**config.mk**
```make
export PLATFORM = sky130hd
export DESIGN_NAME = crs_chip_reset_sequencer
export DESIGN_NICKNAME = d
export VERILOG_FILES = /design/src/crs_pkg.sv /design/src/crs_chip_reset_sequencer.sv /design/src/crs_sync.sv
export SDC_FILE = /design/constraint.sdc
export NUM_CORES = 1
export LEC_CHECK = 0
export ABC_AREA = 1
export BUFFER_PORTS_ARGS = -buffer_cell sky130_fd_sc_hd__buf_4
export CORE_UTILIZATION = 45
export CTS_BUF_LIST = sky130_fd_sc_hd__clkbuf_16
export CTS_CLUSTER_DIAMETER = 50
export DETAILED_ROUTE_END_ITERATION = 10
export HOLD_SLACK_MARGIN = 0.03
export PLACE_DENSITY = 0.7
export SETUP_SLACK_MARGIN = 0.15
export SLEW_MARGIN = 5
export SYNTH_ARGS = -nofsm -noshare
export SYNTH_HDL_FRONTEND = slang
export SYNTH_SLANG_ARGS = --single-unit
```
**constraint.sdc**
```tcl
create_clock -name clk_in -period 3.9 [get_ports clk_in]
set_input_delay 0.39 -clock clk_in [delete_from_list [all_inputs] [get_ports clk_in]]
set_output_delay 0.39 -clock clk_in [all_outputs]
set_load 0.005 [all_outputs]
```
**src/crs_pkg.sv**
```systemverilog
// Constants and types shared by the chip reset sequencer.
package crs_pkg;
  localparam int CRS_CLK_HZ = 50000000;
  localparam int CRS_PIN_HOLD_NS = 1600000;
  localparam int CRS_PIN_HOLD_CYC = (CRS_PIN_HOLD_NS / 1000) * (CRS_CLK_HZ / 1000000);
  localparam int CRS_SOFT_HOLD_CYC = 30;
  localparam int CRS_PIN_MIN_LOW_CYC = 12;
  localparam int CRS_CNT_W = 17;
  localparam logic [2:0] CRS_FLAGS_RESET = 3'h1;
  localparam int CRS_FLAG_PIN = 0;
  localparam int CRS_FLAG_WDT = 1;
  localparam int CRS_FLAG_SW = 2;
  typedef enum logic [1:0] {CRS_HOLD, CRS_COUNT, CRS_RUN} crs_state_e;
endpackage

```
**src/crs_chip_reset_sequencer.sv**
```systemverilog
// Reset sequencer: gathers reset sources and times the internal reset release.
`timescale 1ns/100ps
module crs_chip_reset_sequencer
  import crs_pkg::*;
#(
  parameter int PIN_HOLD_CYC = CRS_PIN_HOLD_CYC
)
(
  // Internal high-speed oscillator clock and power-on reset
  input wire logic clk_in,
  input wire logic rst_n_in,
  // Reset sources
  input wire logic reset_pin_n_in,
  input wire logic watchdog_timer_in,
  input wire logic core_sw_reset_request_in,
  // Low-speed clock mode indication
  input wire logic slow_mode_in,
  // Outputs
  output logic sys_reset_n_out,
  output logic [2:0] reset_source_flags_out,
  output logic clk_sel_internal_out
);
  logic pin_n_sync;
  crs_state_e state;
  crs_state_e next_state;
  logic [CRS_CNT_W-1:0] cnt;
  logic [CRS_CNT_W-1:0] next_cnt;
  logic [CRS_CNT_W-1:0] load;
  logic from_pin;

  crs_sync u_sync (
    .clk_in(clk_in),
    .rst_n_in(rst_n_in),
    .async_in(reset_pin_n_in),
    .sync_out(pin_n_sync)
  );

  // A software request in low-speed mode is ignored because the core cannot be trusted to issue it there.
  wire sw_req = core_sw_reset_request_in && !slow_mode_in;
  wire pin_low = !pin_n_sync;
  wire soft_evt = (watchdog_timer_in || sw_req) && (state == CRS_RUN);
  wire done = (cnt == '0);

  always_comb
  begin
    next_state = state;
    next_cnt = cnt;
    load = from_pin ? CRS_CNT_W'(PIN_HOLD_CYC - 1) : CRS_CNT_W'(CRS_SOFT_HOLD_CYC - 1);
    if (pin_low)
    begin
      next_state = CRS_HOLD;
    end
    else
    begin
      case (state)
        CRS_HOLD:
        begin
          next_state = CRS_COUNT;
          next_cnt = load;
        end
        CRS_COUNT:
        begin
          if (done)
            next_state = CRS_RUN;
          else
            next_cnt = cnt - 1'b1;
        end
        default:
        begin
          if (soft_evt)
          begin
            next_state = CRS_COUNT;
            next_cnt = CRS_CNT_W'(CRS_SOFT_HOLD_CYC - 1);
          end
        end
      endcase
    end
  end

  // Release is a registered edge on the oscillator clock, so it never glitches.
  always_ff @(posedge clk_in)
  begin
    if (!rst_n_in)
    begin
      state <= CRS_HOLD;
      cnt <= '0;
      from_pin <= 1'b1;
      sys_reset_n_out <= 1'b0;
      reset_source_flags_out <= CRS_FLAGS_RESET;
      clk_sel_internal_out <= 1'b1;
    end
    else
    begin
      state <= next_state;
      cnt <= next_cnt;
      sys_reset_n_out <= (next_state == CRS_RUN);
      clk_sel_internal_out <= 1'b1;
      if (pin_low)
      begin
        from_pin <= 1'b1;
        reset_source_flags_out <= 3'h1 << CRS_FLAG_PIN;
      end
      else if (soft_evt)
      begin
        from_pin <= 1'b0;
        reset_source_flags_out <= watchdog_timer_in ? (3'h1 << CRS_FLAG_WDT) : (3'h1 << CRS_FLAG_SW);
      end
    end
  end

  // Assertion helper: consecutive cycles with internal reset held low.
  // It saturates so that a long power-on hold can never wrap into a short count.
  logic [CRS_CNT_W-1:0] low_run_cnt;
  wire low_run_full = (low_run_cnt == '1);
  always_ff @(posedge clk_in)
  begin
    if (!rst_n_in)
    begin
      low_run_cnt <= '0;
    end
    else if (sys_reset_n_out)
    begin
      low_run_cnt <= '0;
    end
    else if (!low_run_full)
    begin
      low_run_cnt <= low_run_cnt + 1'b1;
    end
  end

  // Assertions.
  property p_pin_hold;
    @(posedge clk_in) disable iff (!rst_n_in)
      $fell(pin_low) |-> !sys_reset_n_out [*8];
  endproperty
  a_pin_hold: assert property (p_pin_hold) else $error("reset released too soon after pin");

  property p_soft_release;
    @(posedge clk_in) disable iff (!rst_n_in)
      // Thirty low cycles and release on the next edge, unless the pin took over in between.
      (soft_evt && !pin_low) |-> ##31
        ((sys_reset_n_out && low_run_cnt == CRS_CNT_W'(CRS_SOFT_HOLD_CYC)) || pin_low || from_pin);
  endproperty
  a_soft_release: assert property (p_soft_release) else $error("soft reset timing wrong");

  property p_pin_asserts;
    @(posedge clk_in) disable iff (!rst_n_in)
      pin_low |=> !sys_reset_n_out;
  endproperty
  a_pin_asserts: assert property (p_pin_asserts) else $error("pin low did not reset");

  property p_wdt_flag;
    @(posedge clk_in) disable iff (!rst_n_in)
      (soft_evt && watchdog_timer_in && !pin_low) |=> reset_source_flags_out == 3'h2;
  endproperty
  a_wdt_flag: assert property (p_wdt_flag) else $error("watchdog flag wrong");

  property p_pin_flag;
    @(posedge clk_in) disable iff (!rst_n_in)
      pin_low |=> reset_source_flags_out == 3'h1;
  endproperty
  a_pin_flag: assert property (p_pin_flag) else $error("pin flag wrong");

  property p_slow_ignored;
    @(posedge clk_in) disable iff (!rst_n_in)
      (sys_reset_n_out && slow_mode_in && !watchdog_timer_in && !pin_low) |=> sys_reset_n_out;
  endproperty
  a_slow_ignored: assert property (p_slow_ignored) else $error("software reset taken in slow mode");

  property p_sw_request;
    @(posedge clk_in) disable iff (!rst_n_in)
      (sys_reset_n_out && core_sw_reset_request_in && !slow_mode_in) |=> !sys_reset_n_out;
  endproperty
  a_sw_request: assert property (p_sw_request) else $error("software request ignored");

  property p_internal_clk;
    @(posedge clk_in) disable iff (!rst_n_in)
      $rose(sys_reset_n_out) |-> clk_sel_internal_out;
  endproperty
  a_internal_clk: assert property (p_internal_clk) else $error("not on internal oscillator");

  property p_pin_release_len;
    @(posedge clk_in) disable iff (!rst_n_in)
      ($rose(sys_reset_n_out) && from_pin) |-> (low_run_full || low_run_cnt > CRS_CNT_W'(PIN_HOLD_CYC));
  endproperty
  a_pin_release_len: assert property (p_pin_release_len) else $error("pin reset held too briefly");

  property p_soft_count_bound;
    @(posedge clk_in) disable iff (!rst_n_in)
      (state == CRS_COUNT && !from_pin) |-> cnt < CRS_CNT_W'(CRS_SOFT_HOLD_CYC);
  endproperty
  a_soft_count_bound: assert property (p_soft_count_bound) else $error("soft count out of range");

  property p_release_after_count;
    @(posedge clk_in) disable iff (!rst_n_in)
      $rose(sys_reset_n_out) |-> (state == CRS_RUN) && ($past(state) == CRS_COUNT);
  endproperty
  a_release_after_count: assert property (p_release_after_count) else $error("release without count");

  property p_run_matches_release;
    @(posedge clk_in) disable iff (!rst_n_in)
      sys_reset_n_out == (state == CRS_RUN);
  endproperty
  a_run_matches_release: assert property (p_run_matches_release) else $error("release and state disagree");

  property p_pin_keeps_reset;
    @(posedge clk_in) disable iff (!rst_n_in)
      (pin_low && $past(pin_low)) |-> !sys_reset_n_out;
  endproperty
  a_pin_keeps_reset: assert property (p_pin_keeps_reset) else $error("reset released while pin low");

  property p_flags_onehot;
    @(posedge clk_in) disable iff (!rst_n_in)
      $onehot(reset_source_flags_out);
  endproperty
  a_flags_onehot: assert property (p_flags_onehot) else $error("reset source flags not one-hot");

  property p_flags_stable_in_reset;
    @(posedge clk_in) disable iff (!rst_n_in)
      (!sys_reset_n_out && !pin_low) |=> $stable(reset_source_flags_out);
  endproperty
  a_flags_stable_in_reset: assert property (p_flags_stable_in_reset) else $error("flags changed during reset");

  property p_sw_flag;
    @(posedge clk_in) disable iff (!rst_n_in)
      (soft_evt && !watchdog_timer_in && !pin_low) |=> reset_source_flags_out == (3'h1 << CRS_FLAG_SW);
  endproperty
  a_sw_flag: assert property (p_sw_flag) else $error("software flag wrong");
endmodule

```
**src/crs_sync.sv**
```systemverilog
// Two-flop synchroniser for the external reset pin.
`timescale 1ns/100ps
module crs_sync
  import crs_pkg::*;
(
  // Clock and reset
  input wire logic clk_in,
  input wire logic rst_n_in,
  // Asynchronous level and its synchronised copy
  input wire logic async_in,
  output logic sync_out
);
  logic stage1;
  always_ff @(posedge clk_in)
  begin
    if (!rst_n_in)
    begin
      stage1 <= 1'b0;
      sync_out <= 1'b0;
    end
    else
    begin
      stage1 <= async_in;
      sync_out <= stage1;
    end
  end
endmodule
```
==> flow_metrics.py, run 1 <==
metrics = {
    "status": {
        "outcome": "finished clean",
    },
    "global_routing": {
        "grt.overflow.total": 0,
        "pin_count_of_the_biggest_net_entering_global_routing": 14,
        "grt_antenna_before_repair": 0,
        "first_global_vias": 1193,
        "grt_pass1_wl_mm": 5.306,
        "grt_usage": 0.2019,
    },
    "logic_synthesis": {
        "synth-seq-area-share": 0.3478,
        "synthesis.nets": 237,
        "yosys_register_bits": 25,
        "syn-mean-instance-area_um2": 6.256,
        "netlist_instances": 230,
        "synth.cell_area_um2": 1439,
        "ys_types": 28,
        "yosys_warnings": 0,
    },
    "clock_network": {
        "post_cts_hold_buffer_count": 0,
        "clock_path_buffers": 2,
        "cts_tree": "built",
        "cts_made_buffers": 3,
        "cts.clk_slew.worst_paths_ns": 0.06,
        "insertion_delay_ns": 0.26,
        "cts_max_level": 1,
        "post_cts.resized_instances": 0,
        "post_cts.repair.setup_buffers": 0,
        "clock_sink_count": 25,
        "cts_root_buffer": "clkbuf_16",
    },
    "sta": {
        "layout_min_cycle_time_ns": 1.831,
        "final.setup.tns_ns": 0,
        "fmax_ghz": 0.5460,
        "setup_repair_after_global_routing_missed_its_margin": "no",
        "finish_stage_setup_viols": 0,
        "drv_slew": 0,
        "final-hold-violation-count": 0,
        "final_min_period_over_clock_period": 0.4696,
        "fin_worst_skew_ns": 0.002926,
    },
    "placed_design": {
        "place_inst": 277,
        "dpl-instance-area_um2": 1516,
        "io_buffers": 9,
        "gp_routability_congestion": 0.8738,
        "post-dp-hpwl_mm": 2.343,
    },
    "setup_path": {
        "path_delay_family": "simple AND/OR/NAND/NOR gates",
        "cp_num_buf_inv": 1,
        "r2r_cells": 10,
        "worstPathMaxFanout": 13,
        "critical_path_required_ns": 4.06,
        "critPathMaxStageDelay_ns": 0.35,
        "critical_path.reg2reg.endpoint": "cnt[12]$_SDFFE_PN0P_",
        "critical_path.slowest_cell": "dfxtp_1",
        "timing.critical_path.arrival_ns": 1.99,
        "crit_type": "reg2reg",
        "rrSetupSlack_ns": 2.07,
        "timing.critical_path.to_type": "flop",
        "cp-start-kind": "flop",
        "crit-reg2reg-launch": "cnt[0]$_SDFFE_PN0P_",
        "path_cells": "inv_1 -> ha_1 -> nand2_1 -> nor2_4 -> nand2_1 -> nor2_1 -> nor2_4 -> nand2_1 -> nor2_1 -> nor2_1",
    },
    "die": {
        "num_io_pins": 11,
        "floorplan.die_area_um2": 3428,
        "rows": 20,
        "initial_core_util": 0.4713,
        "dieWidth_um": 58.55,
        "coreArea_um2": 3053,
        "die_h_um": 58.55,
    },
    "pwr": {
        "switching_power_mw": 0.1597,
        "power_density_nw_per_um2": 372.1,
        "power_frac_comb": 0.163,
        "p_int_mw": 0.4340,
        "swShare": 0.2690,
        "clock_power_share": 0.378,
        "max-vdd-ir-drop_v": 0.0002025,
        "total_leakage_power_nw": 0.7551,
        "total_power_mw": 0.5937,
        "seq_power_share": 0.459,
    },
    "detailed_routing": {
        "num_vias": 1358,
        "avgRoutedWirePerCell_um": 11.10,
        "firstDrtPassIters": 4,
        "routed_wl_mm": 3.120,
        "routed_via_density": 4.833,
        "drt_iter0_markers": 61,
        "route.detailed.drc": 0,
        "antenna_left": 0,
    },
    "layout": {
        "utilization_of_the_core_after_routing": 0.5225,
        "finish.cell_count_without_fillers": 281,
        "drive_above_1_share": 0.09705,
        "diodes": 0,
        "final_design_area_no_fill_um2": 1595,
        "synthToLayoutAreaGrowth_pct": 10.87,
        "layout.nets": 245,
    },
    "worst_hold_path": {
        "hold_class": "in2reg",
        "timing.hold.worst_path_depth": 3,
        "min_to": "u_sync.stage1$_SDFF_PN0_",
        "worst_hold_startpoint": "reset_pin_n_in",
    },
    "job": {
        "drv_cap": 0,
    },
}
[placed cells by master, fill, tap and decap left out, types with 2 or more instances in the layout]
master / count
o21ai_1: 6
and2_1: 2
dfxtp_1: 25
nand2_1: 62
nand3_1: 14
a21oi_1: 14
nand2_2: 2
inv_2: 2
nor2_4: 3
inv_1: 25
nor2_1: 52
o21ai_0: 3
nand4_1: 2
buf_4: 9
xor2_1: 2
clkbuf_16: 3
[sequential cells by signal, indices dropped and copies added, names as in the netlist]
| register | count |
|---|---|
| cnt | 17 |
| reset_source_flags_out | 3 |
| state | 2 |
| sys_reset_n_out | 1 |
| u_sync.stage1 | 1 |
| u_sync.sync_out | 1 |
[layout make-up]
cell class	instances	area, um^2
timing repair buffer	9	67.56
clock inverter	1	3.754
tap	44	55.05
sequential	25	500.5
fill	318	1458
inverter	27	101.3
clock buffer	3	75.07
multi-input combinational	172	792.0
[routing by layer]
metal	vias to the layer above	track usage	part of all wire
li1	726	-	-
met4	0	0.06122	0.010
met3	5	0.02637	0.032
met1	601	0.2851	0.51
met2	26	0.3218	0.45
met5	-	0	0
[cells in the mapped netlist, drive strengths merged]
library cell | instances | area share
a21oi | 15 | 0.060
and2 | 2 | 0.0087
buf | 4 | 0.026
clkbuf | 2 | 0.0052
clkinv | 1 | 0.0026
conb | 1 | 0.0026
dfxtp | 25 | 0.35
ha | 1 | 0.0087
inv | 26 | 0.068
nand2 | 65 | 0.18
nand3 | 15 | 0.056
nand4 | 2 | 0.0087
nor2 | 56 | 0.16
nor3 | 1 | 0.0035
o21ai | 9 | 0.031
o21bai | 1 | 0.0052
o311ai | 1 | 0.0061
xnor2 | 1 | 0.0061
xor2 | 2 | 0.012
[power groups by stage]
stage	clock [mW]	sequential, mW	combinational (mW)
2_1_floorplan	0	0.276	0.0777
3_3_place_gp	0	0.278	0.0947
3_5_place_dp	0	0.278	0.0955
4_1_cts	0.225	0.272	0.0963
5_1_grt	0.237	0.274	0.110
6_report	0.224	0.273	0.0966
[tightest hold or removal path, delay by kind of cell]
family / cells / cell delay [ns]
simple gates: 1 / 0.04
buf+inv: 2 / 0.12
[worst max path at each step]
stage | slack (ns) | depth (start not counted) | to | start
after global routing | 1.88 | 9 | cnt[9]$_SDFFE_PN0P_ | cnt[0]$_SDFFE_PN0P_
final | 2.07 | 10 | cnt[12]$_SDFFE_PN0P_ | cnt[0]$_SDFFE_PN0P_
after global placement | 2.14 | 10 | cnt[6]$_SDFFE_PN0P_ | cnt[0]$_SDFFE_PN0P_
after floorplan | 2.30 | 10 | cnt[12]$_SDFFE_PN0P_ | cnt[0]$_SDFFE_PN0P_
after CTS | 2.09 | 10 | cnt[12]$_SDFFE_PN0P_ | cnt[0]$_SDFFE_PN0P_
after detailed placement | 2.10 | 10 | cnt[12]$_SDFFE_PN0P_ | cnt[0]$_SDFFE_PN0P_
[kinds of logic after synthesis]
logic type | synth area share
buffers and inverters | 0.1017
and+or+nand+nor | 0.4183
adders and majority gates | 0.008694
DFF | 0.3478
xor gates and xnor gates | 0.01826
AOI/OAI and AO/OA | 0.1026
other | 0.002606
[through the flow]
| step | hold slack [ns] | setup slack [ns] |
|---|---|---|
| finish | 0.3179 | 2.069 |
| global route | 0.3158 | 1.883 |
| CTS | 0.3234 | 2.091 |
| detailed placement | 0.4054 | 2.097 |
| global placement | 0.4085 | 2.141 |
| floorplan | 0.3905 | 2.302 |
No activity file was read; power rests on OpenSTA's default activity.
==> inputs of run 2 (changes only) <==
--- a/config.mk
+++ b/config.mk
@@ -5,7 +5,7 @@
 export SDC_FILE = /design/constraint.sdc
 export NUM_CORES = 1
 export LEC_CHECK = 0
-export ABC_AREA = 1
+export ABC_AREA = 0
 export BUFFER_PORTS_ARGS = -buffer_cell sky130_fd_sc_hd__buf_4
 export CORE_UTILIZATION = 45
 export CTS_BUF_LIST = sky130_fd_sc_hd__clkbuf_16
==> constraint.sdc (replaced) <==
create_clock -name clk_in -period 1.7 [get_ports clk_in]
set_input_delay 0.17 -clock clk_in [delete_from_list [all_inputs] [get_ports clk_in]]
set_output_delay 0.17 -clock clk_in [all_outputs]
set_load 0.005 [all_outputs]
==> run 2 against run 1 <==
Synthesized cell count shrank 31%. Area after synthesis shrank 12%. Worst setup slack lost 2.4 ns. The flow now finishes with violations (negative setup slack).
==> flow_metrics.py, run 2 <==
metrics = {
    "sta": {
        "final_min_period_over_clock_period": 1.173,
        "timing.slew.headroom": 0.6077,
        "layout_min_cycle_time_ns": 1.994,
        "final-hold-violation-count": 0,
        "post-route-worst-setup-slack_ns": -0.2940,
        "setup_repair_after_global_routing_missed_its_margin": "yes",
        "final.setup.tns_ns": -3.144,
        "max_slew.worst_pin.slew_ns": 0.5836,
        "fmax_ghz": 0.5015,
        "fin_worst_skew_ns": 0.004524,
        "finish_stage_setup_viols": 19,
        "drv_slew": 0,
    },
    "logic_synthesis": {
        "ys_types": 40,
        "synthDominantCellAreaShare": 0.3972,
        "synth_async_reset_ratio": 0,
        "syn-mean-instance-area_um2": 7.924,
        "yosys_register_bits": 25,
        "yosys_most_used_dff": "dfxtp_1",
        "netlist_instances": 159,
        "synth_enable_flop_cells": 0,
        "yosys-top-cells-area": "dfxtp_1, a21oi_1, nor2_1",
        "synthDominantAreaCellType": "dfxtp_1",
        "synth.cell_area_um2": 1260,
        "post_synth_most_frequent_cells": "dfxtp_1, a21oi_1, nor2_1",
        "yosys.cell_count.top_type": "dfxtp_1",
        "yosys_warnings": 0,
        "synth-seq-area-share": 0.3972,
        "synthesis.nets": 166,
    },
    "setup_path": {
        "most_frequent_cp_cell": "or4_4",
        "critical_path_required_ns": 1.85,
        "path_cells": "or4_4 -> or4_4 -> o311a_1 -> o31a_1",
        "r2r_cells": 4,
        "crit-reg2reg-launch": "cnt[8]$_SDFFE_PN0P_",
        "worstPathMaxFanout": 3,
        "critical_path.slowest_cell": "or4_4",
        "critPathMaxStageDelay_ns": 0.53,
        "rrSetupSlack_ns": -0.29,
        "cp-start-kind": "flop",
        "crit_type": "reg2reg",
        "critical_path.reg2reg.endpoint": "cnt[15]$_SDFFE_PN0P_",
        "timing.critical_path.to_type": "flop",
        "timing.critical_path.arrival_ns": 2.15,
    },
    "detailed_routing": {
        "routed_via_density": 6.676,
        "drt_iter0_markers": 101,
        "avgRoutedWirePerCell_um": 20.68,
        "route.met3.wl_um": 420,
        "routed_wl_mm": 4.923,
        "num_vias": 1589,
        "route.detailed.drc": 0,
        "wl_met2_mm": 2.396,
        "antenna_left": 0,
        "highest_layer": "met4",
        "m1WireLength_mm": 1.790,
        "firstDrtPassIters": 4,
    },
    "job": {
        "drv_cap": 0,
    },
    "placed_design": {
        "io_buffers": 9,
        "dp_slack_ns": -0.2813,
        "place_inst": 222,
        "gp_routability_congestion": 0.8390,
        "post-dp-hpwl_mm": 2.412,
    },
    "status": {
        "outcome": "finished, violations left",
        "violations_in_the_final_reports": "negative setup slack",
    },
    "pwr": {
        "total_power_mw": 1.566,
        "max-vdd-ir-drop_v": 0.0006785,
        "power_density_nw_per_um2": 758.4,
        "total_leakage_power_nw": 0.7951,
    },
    "worst_hold_path": {
        "worst_hold_startpoint": "reset_pin_n_in",
        "min_to": "u_sync.stage1$_SDFF_PN0_",
        "hold_class": "in2reg",
        "timing.hold.worst_path_depth": 2,
    },
    "clock_network": {
        "clock_sink_count": 25,
        "insertion_delay_ns": 0.26,
        "cts_max_level": 1,
        "cts_root_buffer": "clkbuf_16",
        "cts.clk_slew.worst_paths_ns": 0.07,
        "clock_path_buffers": 2,
        "cts_tree": "built",
        "cts_made_buffers": 3,
    },
    "die": {
        "dieWidth_um": 54.92,
        "rows": 18,
        "coreArea_um2": 2567,
        "initial_core_util": 0.4907,
        "die_h_um": 54.92,
        "floorplan.die_area_um2": 3016,
        "num_io_pins": 11,
    },
    "global_routing": {
        "first_global_vias": 1415,
        "grt_antenna_before_repair": 0,
        "grt.overflow.total": 0,
        "grt_usage": 0.3149,
        "pin_count_of_the_biggest_net_entering_global_routing": 15,
        "grt_pass1_wl_mm": 6.603,
    },
    "layout": {
        "layout.nets": 216,
        "synthToLayoutAreaGrowth_pct": 63.85,
        "regMostFlops": "cnt",
        "finish.cell_count_without_fillers": 238,
        "layout_common_cells": "buf_4, dfxtp_1, buf_6",
        "largest_register_ff_count": 17,
        "diodes": 0,
        "mostFrequentLayoutCell": "buf_4",
        "largestRegisters": "cnt: 17 flops, reset_source_flags_out: 3 flops, state: 2 flops",
        "drive_above_1_share": 0.5433,
    },
}
run 2: cell types whose count changed after synthesis, moves of 6 or more:
| cell | delta |
|---|---|
| nand2_1 | -49 |
| nor2_1 | -34 |
| inv_1 | -17 |
| nand3_1 | -8 |
| o21ai_0 | +8 |
| a21oi_1 | +7 |
| o21ai_1 | -6 |
run 2: how the worst max path moves through the flow:
stage,slack [ns],from,depth (start not counted),endpoint
after CTS,-0.29,cnt[8]$_SDFFE_PN0P_,4,cnt[15]$_SDFFE_PN0P_
after floorplan,-0.29,cnt[8]$_SDFFE_PN0P_,4,cnt[15]$_SDFFE_PN0P_
after global placement,-0.25,cnt[8]$_SDFFE_PN0P_,4,cnt[15]$_SDFFE_PN0P_
final,-0.29,cnt[8]$_SDFFE_PN0P_,4,cnt[15]$_SDFFE_PN0P_
after global routing,-0.34,cnt[8]$_SDFFE_PN0P_,6,cnt[16]$_SDFFE_PN0P_
after detailed placement,-0.28,cnt[8]$_SDFFE_PN0P_,4,cnt[15]$_SDFFE_PN0P_
run 2: what timing repair did:
item,4_1_cts,5_1_grt
hold buffers,0,0
buffers inserted,8,3
cloned,1,0
setup endpoints to repair,20,20
pin swaps,18,16
gates resized for setup,52,26
run 2: final cells by class:
cell class	count	area [um^2]
clock inverters	1	5.005
inverters	7	26.28
flip-flops and latches	25	508.0
repair buffers	52	439.2
multi-input cells	120	973.4
well taps	30	37.54
clock buffers	3	75.07
fillers	145	503.0
run 2: power by group:
group / switching, mW / internal, mW
clock network: 0.220 / 0.317
logic: 0.212 / 0.192
registers: 0.0205 / 0.604
run 2: cells by family (layout without fill, tap and decap cells):
logic type      after synthesis  in the layout  share of synthesized area
flops                        25             25                     0.3972
buf+inv                      14             63                    0.05064
simple gates                 61             61                     0.2453
other cells                   1              1                   0.002976
fa+ha+maj                     1              1                   0.009929
compound gates               57             57                     0.2940
run 2: worst max-delay path: cells and delay by family, from the launching register on:
kind | cells | cell delay [ns]
flops | 1 | 0.32
compound gates | 2 | 0.59
simple gates | 2 | 0.97
run 2: per-layer routing:
layer,vias up,global-route usage
li1,685,-
met5,-,0
met2,113,0.5622
met3,39,0.06284
met4,0,0.1292
met1,752,0.3627
run 2: per-stage QoR:
stage | cell area, um^2 | hold slack [ns] | utilization
after global routing | 2064 | 0.1128 | 0.8041
after CTS | 1936 | 0.1116 | 0.7539
final | 2064 | 0.1115 | 0.8041
after floorplan | 1279 | 0.2812 | -
after global placement | 1579 | 0.3834 | 0.6150
after detailed placement | 1579 | 0.3834 | 0.6150
==> inputs of run 3 (changes only) <==
--- a/config.mk
+++ b/config.mk
@@ -12,6 +12,7 @@
 export CTS_CLUSTER_DIAMETER = 50
 export DETAILED_ROUTE_END_ITERATION = 10
 export HOLD_SLACK_MARGIN = 0.03
+export MAX_ROUTING_LAYER = met4
 export PLACE_DENSITY = 0.7
 export SETUP_SLACK_MARGIN = 0.15
 export SLEW_MARGIN = 5
==> run 3 against run 2 <==
Largest cell class unchanged. Die area unchanged. Global-route usage grew 1.1 points. Sequential power is essentially flat. Clock-buffer cell count is the same. The flow still finishes with violations (negative setup slack). Power rose by 0.43%. Non-clock buffer count unchanged. Clock power grew 0.7%.
==> flow_metrics.py, run 3 (synthesis results as in run 2) <==
metrics = {
    "placed_design": {
        "dp_slack_ns": -0.2813,
        "gp_routability_congestion": 0.8520,
        "post-dp-hpwl_mm": 2.412,
        "io_buffers": 9,
    },
    "pwr": {
        "max-vdd-ir-drop_v": 0.0006779,
        "power_density_nw_per_um2": 763.1,
        "total_leakage_power_nw": 0.7950,
    },
    "layout": {
        "diodes": 0,
        "largestRegisters": "cnt: 17 flops, reset_source_flags_out: 3 flops, state: 2 flops",
        "utilization_of_the_core_after_routing": 0.8026,
        "mostFrequentLayoutCell": "buf_4",
        "largest_register_ff_count": 17,
        "layout_common_cells": "buf_4, dfxtp_1, buf_6",
        "fillers": 144,
        "synthToLayoutAreaGrowth_pct": 63.56,
        "layout.nets": 216,
        "regMostFlops": "cnt",
        "drive_above_1_share": 0.5385,
    },
    "setup_path": {
        "path_cells": "or4_4 -> or4_4 -> buf_4 -> o31ai_2 -> and3_1 -> o22ai_1",
        "timing.critical_path.depth": 6,
        "critPathMaxStageDelay_ns": 0.53,
        "timing.critical_path.to_type": "flop",
        "worstPathMaxFanout": 3,
        "crit_type": "reg2reg",
        "path_delay_family": "simple AND/OR/NAND/NOR gates",
        "critical_path.slowest_cell": "or4_4",
        "timing.critical_path.arrival_ns": 2.14,
        "cp-start-kind": "flop",
        "most_frequent_cp_cell": "or4_4",
        "r2r_cells": 6,
        "critical_path_required_ns": 1.84,
        "cp_num_buf_inv": 1,
    },
    "sta": {
        "drv_slew": 0,
        "max_slew.worst_pin.slew_ns": 0.5890,
        "final-hold-violation-count": 0,
        "fin_worst_skew_ns": 0.002687,
        "setup_repair_after_global_routing_missed_its_margin": "yes",
        "holdWs_ns": 0.1111,
        "post-route-worst-setup-slack_ns": -0.3066,
        "layout_min_cycle_time_ns": 2.007,
        "fmax_ghz": 0.4984,
        "final_min_period_over_clock_period": 1.180,
        "final.setup.tns_ns": -3.140,
        "timing.slew.headroom": 0.6040,
        "finish_stage_setup_viols": 19,
    },
    "clock_network": {
        "cts_max_level": 1,
        "post_cts_hold_buffer_count": 0,
        "clock_path_buffers": 2,
        "insertion_delay_ns": 0.26,
        "cts_root_buffer": "clkbuf_16",
        "cts.clk_slew.worst_paths_ns": 0.07,
        "cts_tree": "built",
        "cts_made_buffers": 3,
        "clock_sink_count": 25,
    },
    "detailed_routing": {
        "routed_wl_mm": 5.017,
        "route.detailed.drc": 0,
        "antenna_left": 0,
        "drt_iter0_markers": 75,
        "firstDrtPassIters": 7,
        "avgRoutedWirePerCell_um": 21.08,
        "num_vias": 1605,
        "routed_via_density": 6.744,
    },
    "global_routing": {
        "grt.overflow.total": 0,
        "grt_antenna_before_repair": 0,
        "first_global_vias": 1415,
        "pin_count_of_the_biggest_net_entering_global_routing": 15,
        "grt_usage": 0.3255,
        "grt_pass1_wl_mm": 6.603,
    },
    "die": {
        "initial_core_util": 0.4907,
        "num_io_pins": 11,
        "coreArea_um2": 2567,
        "rows": 18,
        "die_h_um": 54.92,
        "dieWidth_um": 54.92,
        "floorplan.die_area_um2": 3016,
    },
    "job": {
        "drv_cap": 0,
    },
    "worst_hold_path": {
        "hold_class": "in2reg",
        "timing.hold.worst_path_depth": 2,
    },
    "status": {
        "outcome": "finished, violations left",
        "violations_in_the_final_reports": "negative setup slack",
    },
}
[run 3: cell count changes in the layout (fill, tap and decap cells not counted)]
cell	change
a21oi_1	+1
a21oi_2	-1
[run 3: layer usage]
| layer | vias up | global-route usage | share of wire |
|---|---|---|---|
| met5 | - | - | 0 |
| met4 | 0 | 0.1292 | 0.051 |
| met3 | 33 | 0.07104 | 0.089 |
| met2 | 116 | 0.5643 | 0.48 |
| met1 | 770 | 0.3611 | 0.38 |
| li1 | 686 | - | - |
[run 3: final timing paths]
check	from	end	slack [ns]
max	cnt[8]$_SDFFE_PN0P_	cnt[16]$_SDFFE_PN0P_	-0.31
min	reset_pin_n_in	u_sync.stage1$_SDFF_PN0_	0.11
max reg2reg	cnt[8]$_SDFFE_PN0P_	cnt[16]$_SDFFE_PN0P_	-0.31
min reg2reg	u_sync.stage1$_SDFF_PN0_	u_sync.sync_out$_SDFF_PN0_	0.47
[run 3: metrics by stage]
| stage | std cells | area [um^2] | power, mW |
|---|---|---|---|
| after floorplan | 159 | 1279 | 0.7694 |
| after global placement | 222 | 1579 | 0.8827 |
| after detailed placement | 222 | 1579 | 0.8889 |
| after CTS | 235 | 1936 | 1.488 |
| after global routing | 238 | 2061 | 1.598 |
| final | 238 | 2061 | 1.572 |
[run 3: layout make-up]
class | instances | area [um^2] | share of cell area
multi-input combinational | 120 | 969.7 | 0.4706
inverter | 7 | 26.28 | 0.01275
timing repair buffer | 52 | 439.2 | 0.2131
sequential | 25 | 508.0 | 0.2465
tap | 30 | 37.54 | 0.01821
clock buffer | 3 | 75.07 | 0.03643
clock inverter | 1 | 5.005 | 0.002429
[run 3: what timing repair did]
action                                  4_1_cts  5_1_grt
cloned                                        1        0
gates resized for setup                      52       25
pin swaps                                    18       16
buffers inserted                              8        3
endpoints found under the setup margin       20       20
[run 3: where the power goes]
part / leakage (nW) / switching [mW] / total (mW) / internal, mW
combinational: 0.548 / 0.214 / 0.406 / 0.192
sequential: 0.206 / 0.0208 / 0.625 / 0.604
clock: 0.0409 / 0.224 / 0.542 / 0.318
total: 0.795 / 0.459 / 1.57 / 1.11
